[config.mk]
export PLATFORM = sky130hd
export DESIGN_NAME = hbs_host_bus_transaction_sequencer
export DESIGN_NICKNAME = d
export VERILOG_FILES = /design/src/pkg/hbs_pkg.sv /design/src/logic/hbs_sync.sv /design/src/logic/hbs_host_bus_transaction_sequencer.sv
export VERILOG_INCLUDE_DIRS = /design/src /design/src/pkg
export SDC_FILE = /design/constraint.sdc
export NUM_CORES = 1
export LEC_CHECK = 0
export ABC_AREA = 1
export BUFFER_PORTS_ARGS = -buffer_cell sky130_fd_sc_hd__buf_2
export CAP_MARGIN = 5
export CORE_MARGIN = 5
export CORE_UTILIZATION = 40
export CTS_CLUSTER_DIAMETER = 40
export DETAILED_ROUTE_END_ITERATION = 7
export HOLD_SLACK_MARGIN = 0.08
export PLACE_DENSITY_LB_ADDON = 0.3
export SETUP_SLACK_MARGIN = 0.4
export SLEW_MARGIN = 15
export SYNTH_ARGS = -nofsm -noshare
export SYNTH_HDL_FRONTEND = slang
export SYNTH_SLANG_ARGS = --single-unit
[constraint.sdc]
create_clock -name clk -period 3.4 [get_ports clk]
set_clock_uncertainty 0.05 [all_clocks]
set_input_delay 0.68 -clock clk [delete_from_list [all_inputs] [get_ports clk]]
set_output_delay 0.68 -clock clk [all_outputs]
set_load 0.01 [all_outputs]
[src/pkg/hbs_consts.svh]
// Field constants for the host bus transaction sequencer
`ifndef HBS_CONSTS_SVH
`define HBS_CONSTS_SVH

// ==========================================================================
// Field positions and widths
`define HBS_CTRL_WIDTH       16
`define HBS_SYNC_DISABLE_BIT 12
`define HBS_DATA_WIDTH       32
`define HBS_ADDR_WIDTH       7

`endif

[src/pkg/hbs_pkg.sv]
// Types shared by the host bus transaction sequencer
package hbs_pkg;

  // ==========================================================================
  // Sequencer states
  typedef enum logic [2:0] {
    hbsIdle,
    grant_deadband_state,
    address_wait_state,
    data_turnaround_state,
    completion_wait_state,
    release_deadband_state,
    memory_request_state,
    memory_wait_state
  } hbs_state_t;

  // Decoded host cycle kind
  typedef enum logic [1:0] {
    hbsCycExternal,
    hbsCycRegister,
    hbsCycMemory,
    hbsCycReserved
  } hbs_cycle_t;

endpackage : hbs_pkg

[src/logic/hbs_sync.sv]
// Selectable one or two stage input synchroniser
module hbs_sync #(
  parameter int WIDTH = 1
) (
  input  wire logic             clk,
  input  wire logic             srst,
  input  wire logic             bypassSecond,
  input  wire logic [WIDTH-1:0] asyncIn,
  output logic      [WIDTH-1:0] syncOut
);

  logic [WIDTH-1:0] stage1_reg;
  logic [WIDTH-1:0] stage2_reg;

  initial begin
    if (WIDTH < 1) $error("hbs_sync: WIDTH must be at least 1");
  end

  // ==========================================================================
  // Two flops; inputs are active low so reset to the idle level of one
  always_ff @(posedge clk) begin
    if (srst) begin
      stage1_reg <= '1;
      stage2_reg <= '1;
    end else begin
      stage1_reg <= asyncIn;
      stage2_reg <= stage1_reg;
    end
  end

  // Mux only at the output; the first flop is still read by the second alone
  // when the second stage is in use
  assign syncOut = bypassSecond ? stage1_reg : stage2_reg;

endmodule : hbs_sync

[src/logic/hbs_host_bus_transaction_sequencer.sv]
// Host bus transaction sequencer: grants the shared bus and runs host cycles
// Summary of operation
// RULE1: Grant dead-band floats address, data, direction, lanes; grant follows next state.
// RULE2: Address wait holds until synchronized address valid strobe is active.
// RULE3: Completion wait holds until request drops; ready and data held.
// RULE4: Release dead-band drops ready and grant; device retakes bus next cycle.
// RULE5: Memory request state pulses memory request one cycle, then memory wait.
// RULE6: Memory wait holds until memory ready active, then data turnaround.
// RULE7: Selects, direction, lane enable one stage; request and strobe one or two.
// RULE8: Host keeps selects and strobe settled and stable until grant drops.
// RULE9: Select pair decodes external, register or memory; both low reserved.
// RULE10: Request and cycle type captured entering grant dead-band; grant always follows.
// RULE11: Host that abandons a request must ignore a late grant.
// RULE12: Host drives address, direction, lanes after grant, then asserts strobe.
// RULE13: Register read drives data in turnaround, then completion wait with ready.
// RULE14: Register write leaves data bus to host; request drop marks completion.
// RULE15: Memory read data presented in memory wait, valid at ready end.
// RULE16: Memory write data valid during memory request; memory ready completes.
// RULE17: After memory ready, turnaround, completion wait for request, then release.
// RULE18: Host sends or accepts memory data valid at trailing ready edge.
// RULE19: External access floats drivers and skips straight to turnaround.
// RULE20: External access grants in turnaround and completion wait until request drops.
// RULE21: External access asserts ready only when memory ready is active.
// RULE22: Control bit 12 high disables request and strobe synchronizers; the code bypasses only their second stage, one flop remains.
// RULE23: Host request asserted requests buses, deasserted releases them.
// RULE24: Reset leaves sequencer idle, device owning bus, all strobes inactive.
// RULE25: Grant dead-band entry waits for arbitration grant and idle memory.
`include "hbs_consts.svh"

module hbs_host_bus_transaction_sequencer #(
  parameter int DATA_WIDTH = `HBS_DATA_WIDTH,
  parameter int ADDR_WIDTH = `HBS_ADDR_WIDTH
) (
  input  wire logic                  clk,
  input  wire logic                  srst,
  // Host side strobes; inputs asynchronous to clk, grant and ready registered on clk
  input  wire logic                  host_request_n,
  input  wire logic                  register_select_n,
  input  wire logic                  memory_select_n,
  input  wire logic                  address_valid_strobe_n,
  input  wire logic                  writeDirection_n,
  input  wire logic                  byte_lane_enable_0_n,
  output logic                       host_bus_grant_n,
  output logic                       host_ready_n,
  // Shared address, data, direction and lane pins (address and data each have input, output and enable; direction and lanes share ctlOe)
  input  wire logic [ADDR_WIDTH-1:0] addrIn,
  output logic      [ADDR_WIDTH-1:0] addrOut,
  output logic                       addrOe,
  input  wire logic [DATA_WIDTH-1:0] dataIn,
  output logic      [DATA_WIDTH-1:0] dataOut,
  output logic                       dataOe,
  output logic                       writeDirOut_n,
  output logic                       ctlOe,
  output logic      [3:0]            byteLanesOut_n,
  // Memory handshake
  output logic                       memory_request_n,
  input  wire logic                  memory_ready_n,
  input  wire logic [DATA_WIDTH-1:0] memReadData,
  output logic      [DATA_WIDTH-1:0] memWriteData,
  output logic                       memWriteEn,
  // Internal arbitration and register file hooks
  input  wire logic                  arbHostGrant,
  input  wire logic                  devMemBusy,
  input  wire logic [`HBS_CTRL_WIDTH-1:0] controlWord,
  input  wire logic [DATA_WIDTH-1:0] regReadData,
  output logic      [ADDR_WIDTH-1:0] regAddr,
  output logic                       regReadStb,
  output logic                       regWriteStb,
  output logic      [DATA_WIDTH-1:0] regWriteData,
  output logic                       hostOwnsBus,
  output logic                       cycleReserved
);
  import hbs_pkg::*;

  initial begin
    if (DATA_WIDTH < 16 || ADDR_WIDTH < 1) $error("hbs: unsupported widths");
  end

  // ==========================================================================
  // Synchronisers
  logic       syncDisable;
  logic [1:0] fastSync;
  logic [3:0] slowSync;
  logic       reqSync_n;
  logic       strobeSync_n;
  logic       regSelSync_n;
  logic       memSelSync_n;
  logic       wrSync_n;
  logic       laneSync_n;

  assign syncDisable = controlWord[`HBS_SYNC_DISABLE_BIT]; // see RULE22

  // Request and strobe: one or two stages by control bit 12
  hbs_sync #(.WIDTH(2)) uFastSync (  // see RULE7
    .clk          (clk),
    .srst         (srst),
    .bypassSecond (syncDisable),
    .asyncIn      ({host_request_n, address_valid_strobe_n}),
    .syncOut      (fastSync)
  );

  // Selects, direction and lane enable: always a single stage
  hbs_sync #(.WIDTH(4)) uSlowSync (  // see RULE7
    .clk          (clk),
    .srst         (srst),
    .bypassSecond (1'b1),
    .asyncIn      ({register_select_n, memory_select_n, writeDirection_n,
                    byte_lane_enable_0_n}),
    .syncOut      (slowSync)
  );

  assign reqSync_n    = fastSync[1];
  assign strobeSync_n = fastSync[0];
  assign regSelSync_n = slowSync[3];
  assign memSelSync_n = slowSync[2];
  assign wrSync_n     = slowSync[1];
  assign laneSync_n   = slowSync[0];

  // ==========================================================================
  // Cycle type decode
  function automatic hbs_cycle_t decodeCycle(input logic regN, input logic memN);
    case ({regN, memN})
      2'b11:   decodeCycle = hbsCycExternal;  // see RULE9
      2'b01:   decodeCycle = hbsCycRegister;
      2'b10:   decodeCycle = hbsCycMemory;
      default: decodeCycle = hbsCycReserved;
    endcase
  endfunction : decodeCycle

  // ==========================================================================
  // State machine
  hbs_state_t state_reg;
  hbs_state_t state_next;
  hbs_cycle_t cycle_reg;
  logic       isWrite_reg;
  logic       writeNow;

  // Direction as seen on the strobe edge; the latched copy lags by a cycle
  assign writeNow = (state_reg == address_wait_state) ? !wrSync_n : isWrite_reg;

  // Next-state decode, from synchronized host strobes; memory_ready_n is used unsynchronized
  always_comb begin
    state_next = state_reg;
    case (state_reg)
      hbsIdle: begin
        // Wait for the arbiter and any device memory cycle to finish
        if (!reqSync_n && arbHostGrant && !devMemBusy) begin  // see RULE25
          state_next = grant_deadband_state;  // see RULE10
        end
      end
      grant_deadband_state: begin
        // Once taken, the request always runs through to a grant
        if (cycle_reg == hbsCycExternal) begin
          state_next = data_turnaround_state;  // see RULE19
        end else begin
          state_next = address_wait_state;
        end
      end
      address_wait_state: begin
        if (!strobeSync_n) begin  // see RULE2
          if (cycle_reg == hbsCycMemory) begin
            state_next = memory_request_state;
          end else begin
            state_next = data_turnaround_state;  // see RULE14
          end
        end
      end
      memory_request_state: state_next = memory_wait_state;  // see RULE5
      memory_wait_state: begin
        if (!memory_ready_n) begin  // see RULE6
          state_next = data_turnaround_state;  // see RULE17
        end
      end
      data_turnaround_state: state_next = completion_wait_state;  // see RULE13
      completion_wait_state: begin
        if (reqSync_n) begin  // see RULE3, RULE23
          state_next = release_deadband_state;  // see RULE20
        end
      end
      release_deadband_state: state_next = hbsIdle;  // see RULE4
      default: state_next = hbsIdle;
    endcase
  end

  // State register
  always_ff @(posedge clk) begin
    if (srst) begin
      state_reg <= hbsIdle;  // see RULE24
    end else begin
      state_reg <= state_next;
    end
  end

  // Cycle type frozen on the edge that enters the grant dead-band
  always_ff @(posedge clk) begin
    if (srst) begin
      cycle_reg     <= hbsCycExternal;
      cycleReserved <= 1'b0;
    end else if (state_reg == hbsIdle && state_next == grant_deadband_state) begin
      cycle_reg     <= decodeCycle(regSelSync_n, memSelSync_n);  // see RULE10
      cycleReserved <= (decodeCycle(regSelSync_n, memSelSync_n) == hbsCycReserved);
    end
  end

  // Direction taken when the strobe arrives; external cycles ignore it
  always_ff @(posedge clk) begin
    if (srst) begin
      isWrite_reg <= 1'b0;
      regAddr     <= '0;
    end else if (state_reg == address_wait_state && !strobeSync_n) begin
      isWrite_reg <= !wrSync_n;  // see RULE19
      regAddr     <= addrIn;
    end
  end

  // ==========================================================================
  // Host handshake outputs, all registered from the next state
  always_ff @(posedge clk) begin
    if (srst) begin
      host_bus_grant_n <= 1'b1;
      host_ready_n     <= 1'b1;
      hostOwnsBus      <= 1'b0;
    end else begin
      // Grant from the state after the dead-band up to the release dead-band
      host_bus_grant_n <= !(state_next == address_wait_state ||
                            state_next == memory_request_state ||
                            state_next == memory_wait_state ||
                            state_next == data_turnaround_state ||
                            state_next == completion_wait_state);  // see RULE1
      hostOwnsBus      <= !(state_next == hbsIdle);
      // Ready in completion wait; external cycles only with memory ready
      if (state_next == completion_wait_state) begin
        if (cycle_reg == hbsCycExternal) begin
          host_ready_n <= memory_ready_n;  // see RULE21
        end else begin
          host_ready_n <= 1'b0;  // see RULE3
        end
      end else begin
        host_ready_n <= 1'b1;  // see RULE4
      end
    end
  end

  // Memory request pulse and write data
  always_ff @(posedge clk) begin
    if (srst) begin
      memory_request_n <= 1'b1;
      memWriteEn       <= 1'b0;
      memWriteData     <= '0;
    end else begin
      memory_request_n <= !(state_next == memory_request_state);  // see RULE5
      memWriteEn       <= (state_next == memory_request_state) && writeNow;  // see RULE16
      if (state_reg == address_wait_state) begin
        memWriteData <= dataIn;  // see RULE16
      end
    end
  end

  // ==========================================================================
  // Data path: capture returned data, drive it until release
  always_ff @(posedge clk) begin
    if (srst) begin
      dataOut <= '0;
      dataOe  <= 1'b0;
    end else begin
      if (state_reg == address_wait_state && cycle_reg == hbsCycRegister) begin
        dataOut <= regReadData;  // see RULE13
      end else if (state_reg == memory_wait_state && !memory_ready_n) begin
        dataOut <= memReadData;  // see RULE15
      end
      // Drive only for internal reads, never on external cycles
      dataOe <= !writeNow && cycle_reg != hbsCycExternal &&
                (state_next == data_turnaround_state ||
                 state_next == completion_wait_state);  // see RULE3
    end
  end

  // Register file strobes
  always_ff @(posedge clk) begin
    if (srst) begin
      regReadStb   <= 1'b0;
      regWriteStb  <= 1'b0;
      regWriteData <= '0;
    end else begin
      regReadStb  <= cycle_reg == hbsCycRegister && !writeNow &&
                     state_reg == address_wait_state && state_next == data_turnaround_state;
      // Write data is stable once the host drops its request
      regWriteStb <= cycle_reg == hbsCycRegister && isWrite_reg &&
                     state_reg == completion_wait_state && reqSync_n;  // see RULE14
      if (state_reg == completion_wait_state) begin
        regWriteData <= dataIn;
      end
    end
  end

  // ==========================================================================
  // Device-owned pins: driven only while idle; floated from dead-band onward
  always_ff @(posedge clk) begin
    if (srst) begin
      addrOe         <= 1'b1;
      ctlOe          <= 1'b1;
      addrOut        <= '0;
      writeDirOut_n  <= 1'b1;
      byteLanesOut_n <= '1;
    end else begin
      addrOe         <= (state_next == hbsIdle);  // see RULE1
      ctlOe          <= (state_next == hbsIdle);  // see RULE4
      addrOut        <= '0;
      writeDirOut_n  <= 1'b1;
      byteLanesOut_n <= {3'h7, laneSync_n | 1'b1};
    end
  end

endmodule : hbs_host_bus_transaction_sequencer

---- After elaboration in Yosys (flattened, before gate mapping) ----
Cells that the tools add are included.
word-level totals
  register bits ........................... 127
  input port bits ......................... 130
  output and inout port bits .............. 126
  logic and storage cells ................. 90
operators by class
  equality and inequality tests ........... 19
  muxes and demuxes ....................... 15
  bitwise gates (word level) .............. 1
  reductions and logical operators ........ 35
operator list
  operator                                       count
  2-to-1 mux 32 bit                              2
  case mux 3 bit (8 select lines)                1
  == test 3 bit, second input constant           7
  logical AND 1 bit                              15
  2-to-1 mux 3 bit                               5
  == test 3 x 2 -> 1 bit, second input constant  4
  logical NOT 1 bit                              9
  == test 2 bit, second input constant           4
  == test 3 x 1 -> 1 bit, second input constant  2
  logical NOT 3 bit                              2
  2-to-1 mux 2 bit                               3
  case mux 2 bit (3 select lines)                1
  logical OR 1 bit                               5
  == test 2 x 1 -> 1 bit, second input constant  2
  nonzero test 2 bit                             2
  2-to-1 mux 1 bit                               3
  logical NOT 2 bit                              1
  OR reduction 2 bit                             1
  inverter 1 bit                                 1

---- Depth between registers and ports, before layout ----
  depth after elaboration ................. 12
  gate-level depth with buffers ........... 11

---- Modules after synthesis ----
From an unflattened synthesis, not the netlist that was laid out.
unflattened totals
  cells, all modules ...................... 645
  area, all modules ....................... 4933.5 sq um
by module, submodules not included
  module                              instances  cells an instance  area an instance (sq um)  seq. area each (sq um)
  hbs_host_bus_transaction_sequencer  1          601                4543.1                    2382.3
  hbs_sync at uSlowSync               1          29                 259.0                     160.2
  hbs_sync at uFastSync               1          15                 131.4                     80.1

---- Worst setup path after synthesis ----
No wires, ideal clock.
  path kind ............................... in2reg
  start point ............................. in srst
  end point ............................... reg regWriteData[14]
  setup time .............................. 65 ps
  data arrival time ....................... 1539 ps
  data required time ...................... 3285 ps
  setup slack ............................. 1747 ps
  stages .................................. 6
  path buffers ............................ 3
  cell sequence ........................... buf_2 inv_1 buf_2 clkbuf_1 o21ai_0 nor2_1
RTL lines
  item                  RTL line                                   text
  start, declared       hbs_host_bus_transaction_sequencer.sv:35   input wire logic srst,
  end signal, assigned  hbs_host_bus_transaction_sequencer.sv:291  regWriteData <= dataIn;
  end, declared         hbs_host_bus_transaction_sequencer.sv:69   output logic [DATA_WIDTH-1:0] regWriteData,

---- Worst setup path in the final report ----
  start point ............................. reg state_reg[1]
  end point ............................... reg dataOut[4]
on the way
  word-level cells in the longest chain between the ends .. 3
RTL lines
  item                                                     RTL line                                                                              text
  start, declared                                          hbs_host_bus_transaction_sequencer.sv:132                                             hbs_state_t state_reg;
  start signal, assigned                                   hbs_host_bus_transaction_sequencer.sv:188                                             state_reg <= hbsIdle;
  start signal, assigned                                   hbs_host_bus_transaction_sequencer.sv:190                                             state_reg <= state_next;
  == test 3 x 2 -> 1 bit or == test 3 bit (tied branches)  hbs_host_bus_transaction_sequencer.sv:266, hbs_host_bus_transaction_sequencer.sv:268
  logical AND 1 bit (on tied branches)                     hbs_host_bus_transaction_sequencer.sv:266, hbs_host_bus_transaction_sequencer.sv:268
  2-to-1 mux 32 bit or nonzero test 2 bit (tied branches)  n/a
  end signal, assigned                                     hbs_host_bus_transaction_sequencer.sv:267                                             dataOut <= regReadData;
  end signal, assigned                                     hbs_host_bus_transaction_sequencer.sv:269                                             dataOut <= memReadData;
  end, declared                                            hbs_host_bus_transaction_sequencer.sv:50                                              output logic [DATA_WIDTH-1:0] dataOut,
Parallel ways exist; a longest one is shown, timed or not.
A chain may end at the register's enable or synchronous reset.

==> reports/qor.yml <==
finalCritPeriodShare_pct: 67.1
track_usage_pct: 18.4
grt_pass1_vias: 4392
first_pass_iters: 4
h-tree-depth: 4
clock.fmax_ghz: 0.438
clockRootBuffer: "clkbuf_16"
worstSkewPairLatency_ps: 410
grt_antenna_before_repair: 0
drive_above_1_share_pct: 32.7
cap_viol_max_count: 0
wl_um: 13800
ys_types: 30
overflow: 0
post-cts-setup-buffer-count: 0
outcome: "finished clean"
fin_setup_tns_ps: 0
avgSynthCellArea_um2: 7.64
ctsHoldBuffers: 0
drc: 0
die_y_um: 122
core_area_um2: 12500
ant_nets: 0
drtIter0Drc: 326
die_area_um2: 14900
final-hold-violation-count: 0
cp-start-kind: "register"
cts_max_path_buffers: 2
worstHoldPathType: "register to register"
slew_headroom_pct: 36.2
finalSetupViolCount: 0
endpoint_kind: "register"
netlist_area_um2: 5030
power_density_nw_per_um2: 535
cts_buffers: 17
tightest_slew_ps: 956
final_util_pct: 53.9
area_growth_pct: 33.4
n_antenna_cell: 0
gp_congestion: 0.802
synthCells: 659
io_buffers: 227
nNetsFinal: 998
grt_max_degree: 66
required_ps: 3620
criticalPathCategory: "register to register"
post_drt_wl_per_cell_um: 13.1
power_leakage_uw: 0.00331
cts_tree: "built"
reg_top3: "dataOut x32, memWriteData x32, regWriteData x32"
arrival_ps: 2500
rsz0062_at_grt: "false"
ioPinCount: 256
initial_core_util_pct: 40.4
post_drt_via_cell_ratio: 4.53
die_width_um: 122
via_count: 4762
synth_warnings: 0
final_max_slew_viol_count: 0
fin_crit_ps: 2280
vdd_drop_max_mv: 0.315
path_clk_slew_ps: 50
cp_max_fo: 34
place_hpwl_um: 10100
ys_seq_elements: 126
grt_pass1_wl_um: 21500
fillerInstances: 1314
yosysSeqAreaShare_pct: 50.1
cts.sinks: 126
std_cell_rows: 41
power_uw: 3600
cts_resized: 0
==> placed cells by master (no fill, tap or decap), drive strengths merged <==
cell      count
nand3        12
nor3          2
nor2        156
inv          56
a31oi         1
o211ai       32
buf         233
a21oi        36
o21a          1
nor4b         1
bufinv        2
conb         12
o21ai        77
clkinv        7
clkinvlp      3
nand4         2
or2           6
dfxtp       126
nand2        96
clkbuf       19
==> cell families after synthesis <==
group | after synthesis | share of synthesized area, %
AO/OA/AOI/OAI | 147 | 16.6
buffers and inverters | 109 | 10.7
AND/OR/NAND/NOR | 275 | 22.5
flip-flops | 126 | 50.1
other | 2 | 0.149
==> synthesized netlist by cell type (all sizes together) <==
master    n  area share [%]
o21a      1            0.15
nand3    12             1.4
dfxtp   126              50
conb      2            0.15
nor2    156              12
nor3      2            0.20
a21oi    36             3.6
clkbuf   17             1.3
nor4b     1            0.17
o21ai    77             8.0
o211ai   32             4.8
nand2    96             7.6
buf      36             5.1
a31oi     1            0.12
nand4     2            0.25
inv      56             4.3
or2       6            0.75
==> cell type report <==
cell class	count	area, um^2	area share, %
inverters	56	218	3.24
clock buffers	19	443	6.59
repair buffers	233	1180	17.6
multi-input cells	434	2020	30.0
well taps	172	215	3.20
flip-flops and latches	126	2520	37.5
clock inverters	12	121	1.81
==> metal layers <==
layer | up-vias | global-route usage, % | routed length (um)
met3 | 15 | 8.96 | 1680
met2 | 207 | 28.9 | 6300
met4 | 0 | 6.30 | 198
met1 | 2038 | 22.0 | 5610
met5 | - | 0 | 0
li1 | 2502 | - | -
==> per-stage QoR <==
step	setup WS, ps	hold WS, ps	cells	cell area [um^2]
6_report	1120	393	1052	6720
4_1_cts	1030	384	1052	6720
3_3_place_gp	1090	381	1021	6150
5_1_grt	892	385	1052	6720
2_1_floorplan	1750	342	669	5070
3_5_place_dp	1040	386	1021	6150
==> path summary, 6_finish.rpt <==
path                                                          from                                  to  slack (ps)  depth (start not counted)
worst max-delay path                       state_reg[1]$_SDFF_PP0_             dataOut[4]$_SDFFE_PP0P_        1120                          6
worst min-delay path            uFastSync.stage1_reg[0]$_SDFF_PP1_  uFastSync.stage2_reg[0]$_SDFF_PP1_         390                          2
worst max register to register             state_reg[1]$_SDFF_PP0_             dataOut[4]$_SDFFE_PP0P_        1120                          6
worst min register to register  uFastSync.stage1_reg[0]$_SDFF_PP1_  uFastSync.stage2_reg[0]$_SDFF_PP1_         390                          2
==> where the power goes <==
part / total [uW] / leakage [uW] / switching [uW] / internal, uW
sequential: 1560 / 0.00102 / 27.3 / 1530
clock: 1720 / 0.000274 / 633 / 1080
combinational: 320 / 0.00201 / 188 / 132
==> critical path: stages, from the launching register on <==
cell	delay, ps
dfxtp_1	570
nand3_4	390
o21ai_4	240
buf_4	360
inv_2	320
nand2_1	140
a21oi_1	70
(Power assumes the default switching activity.)
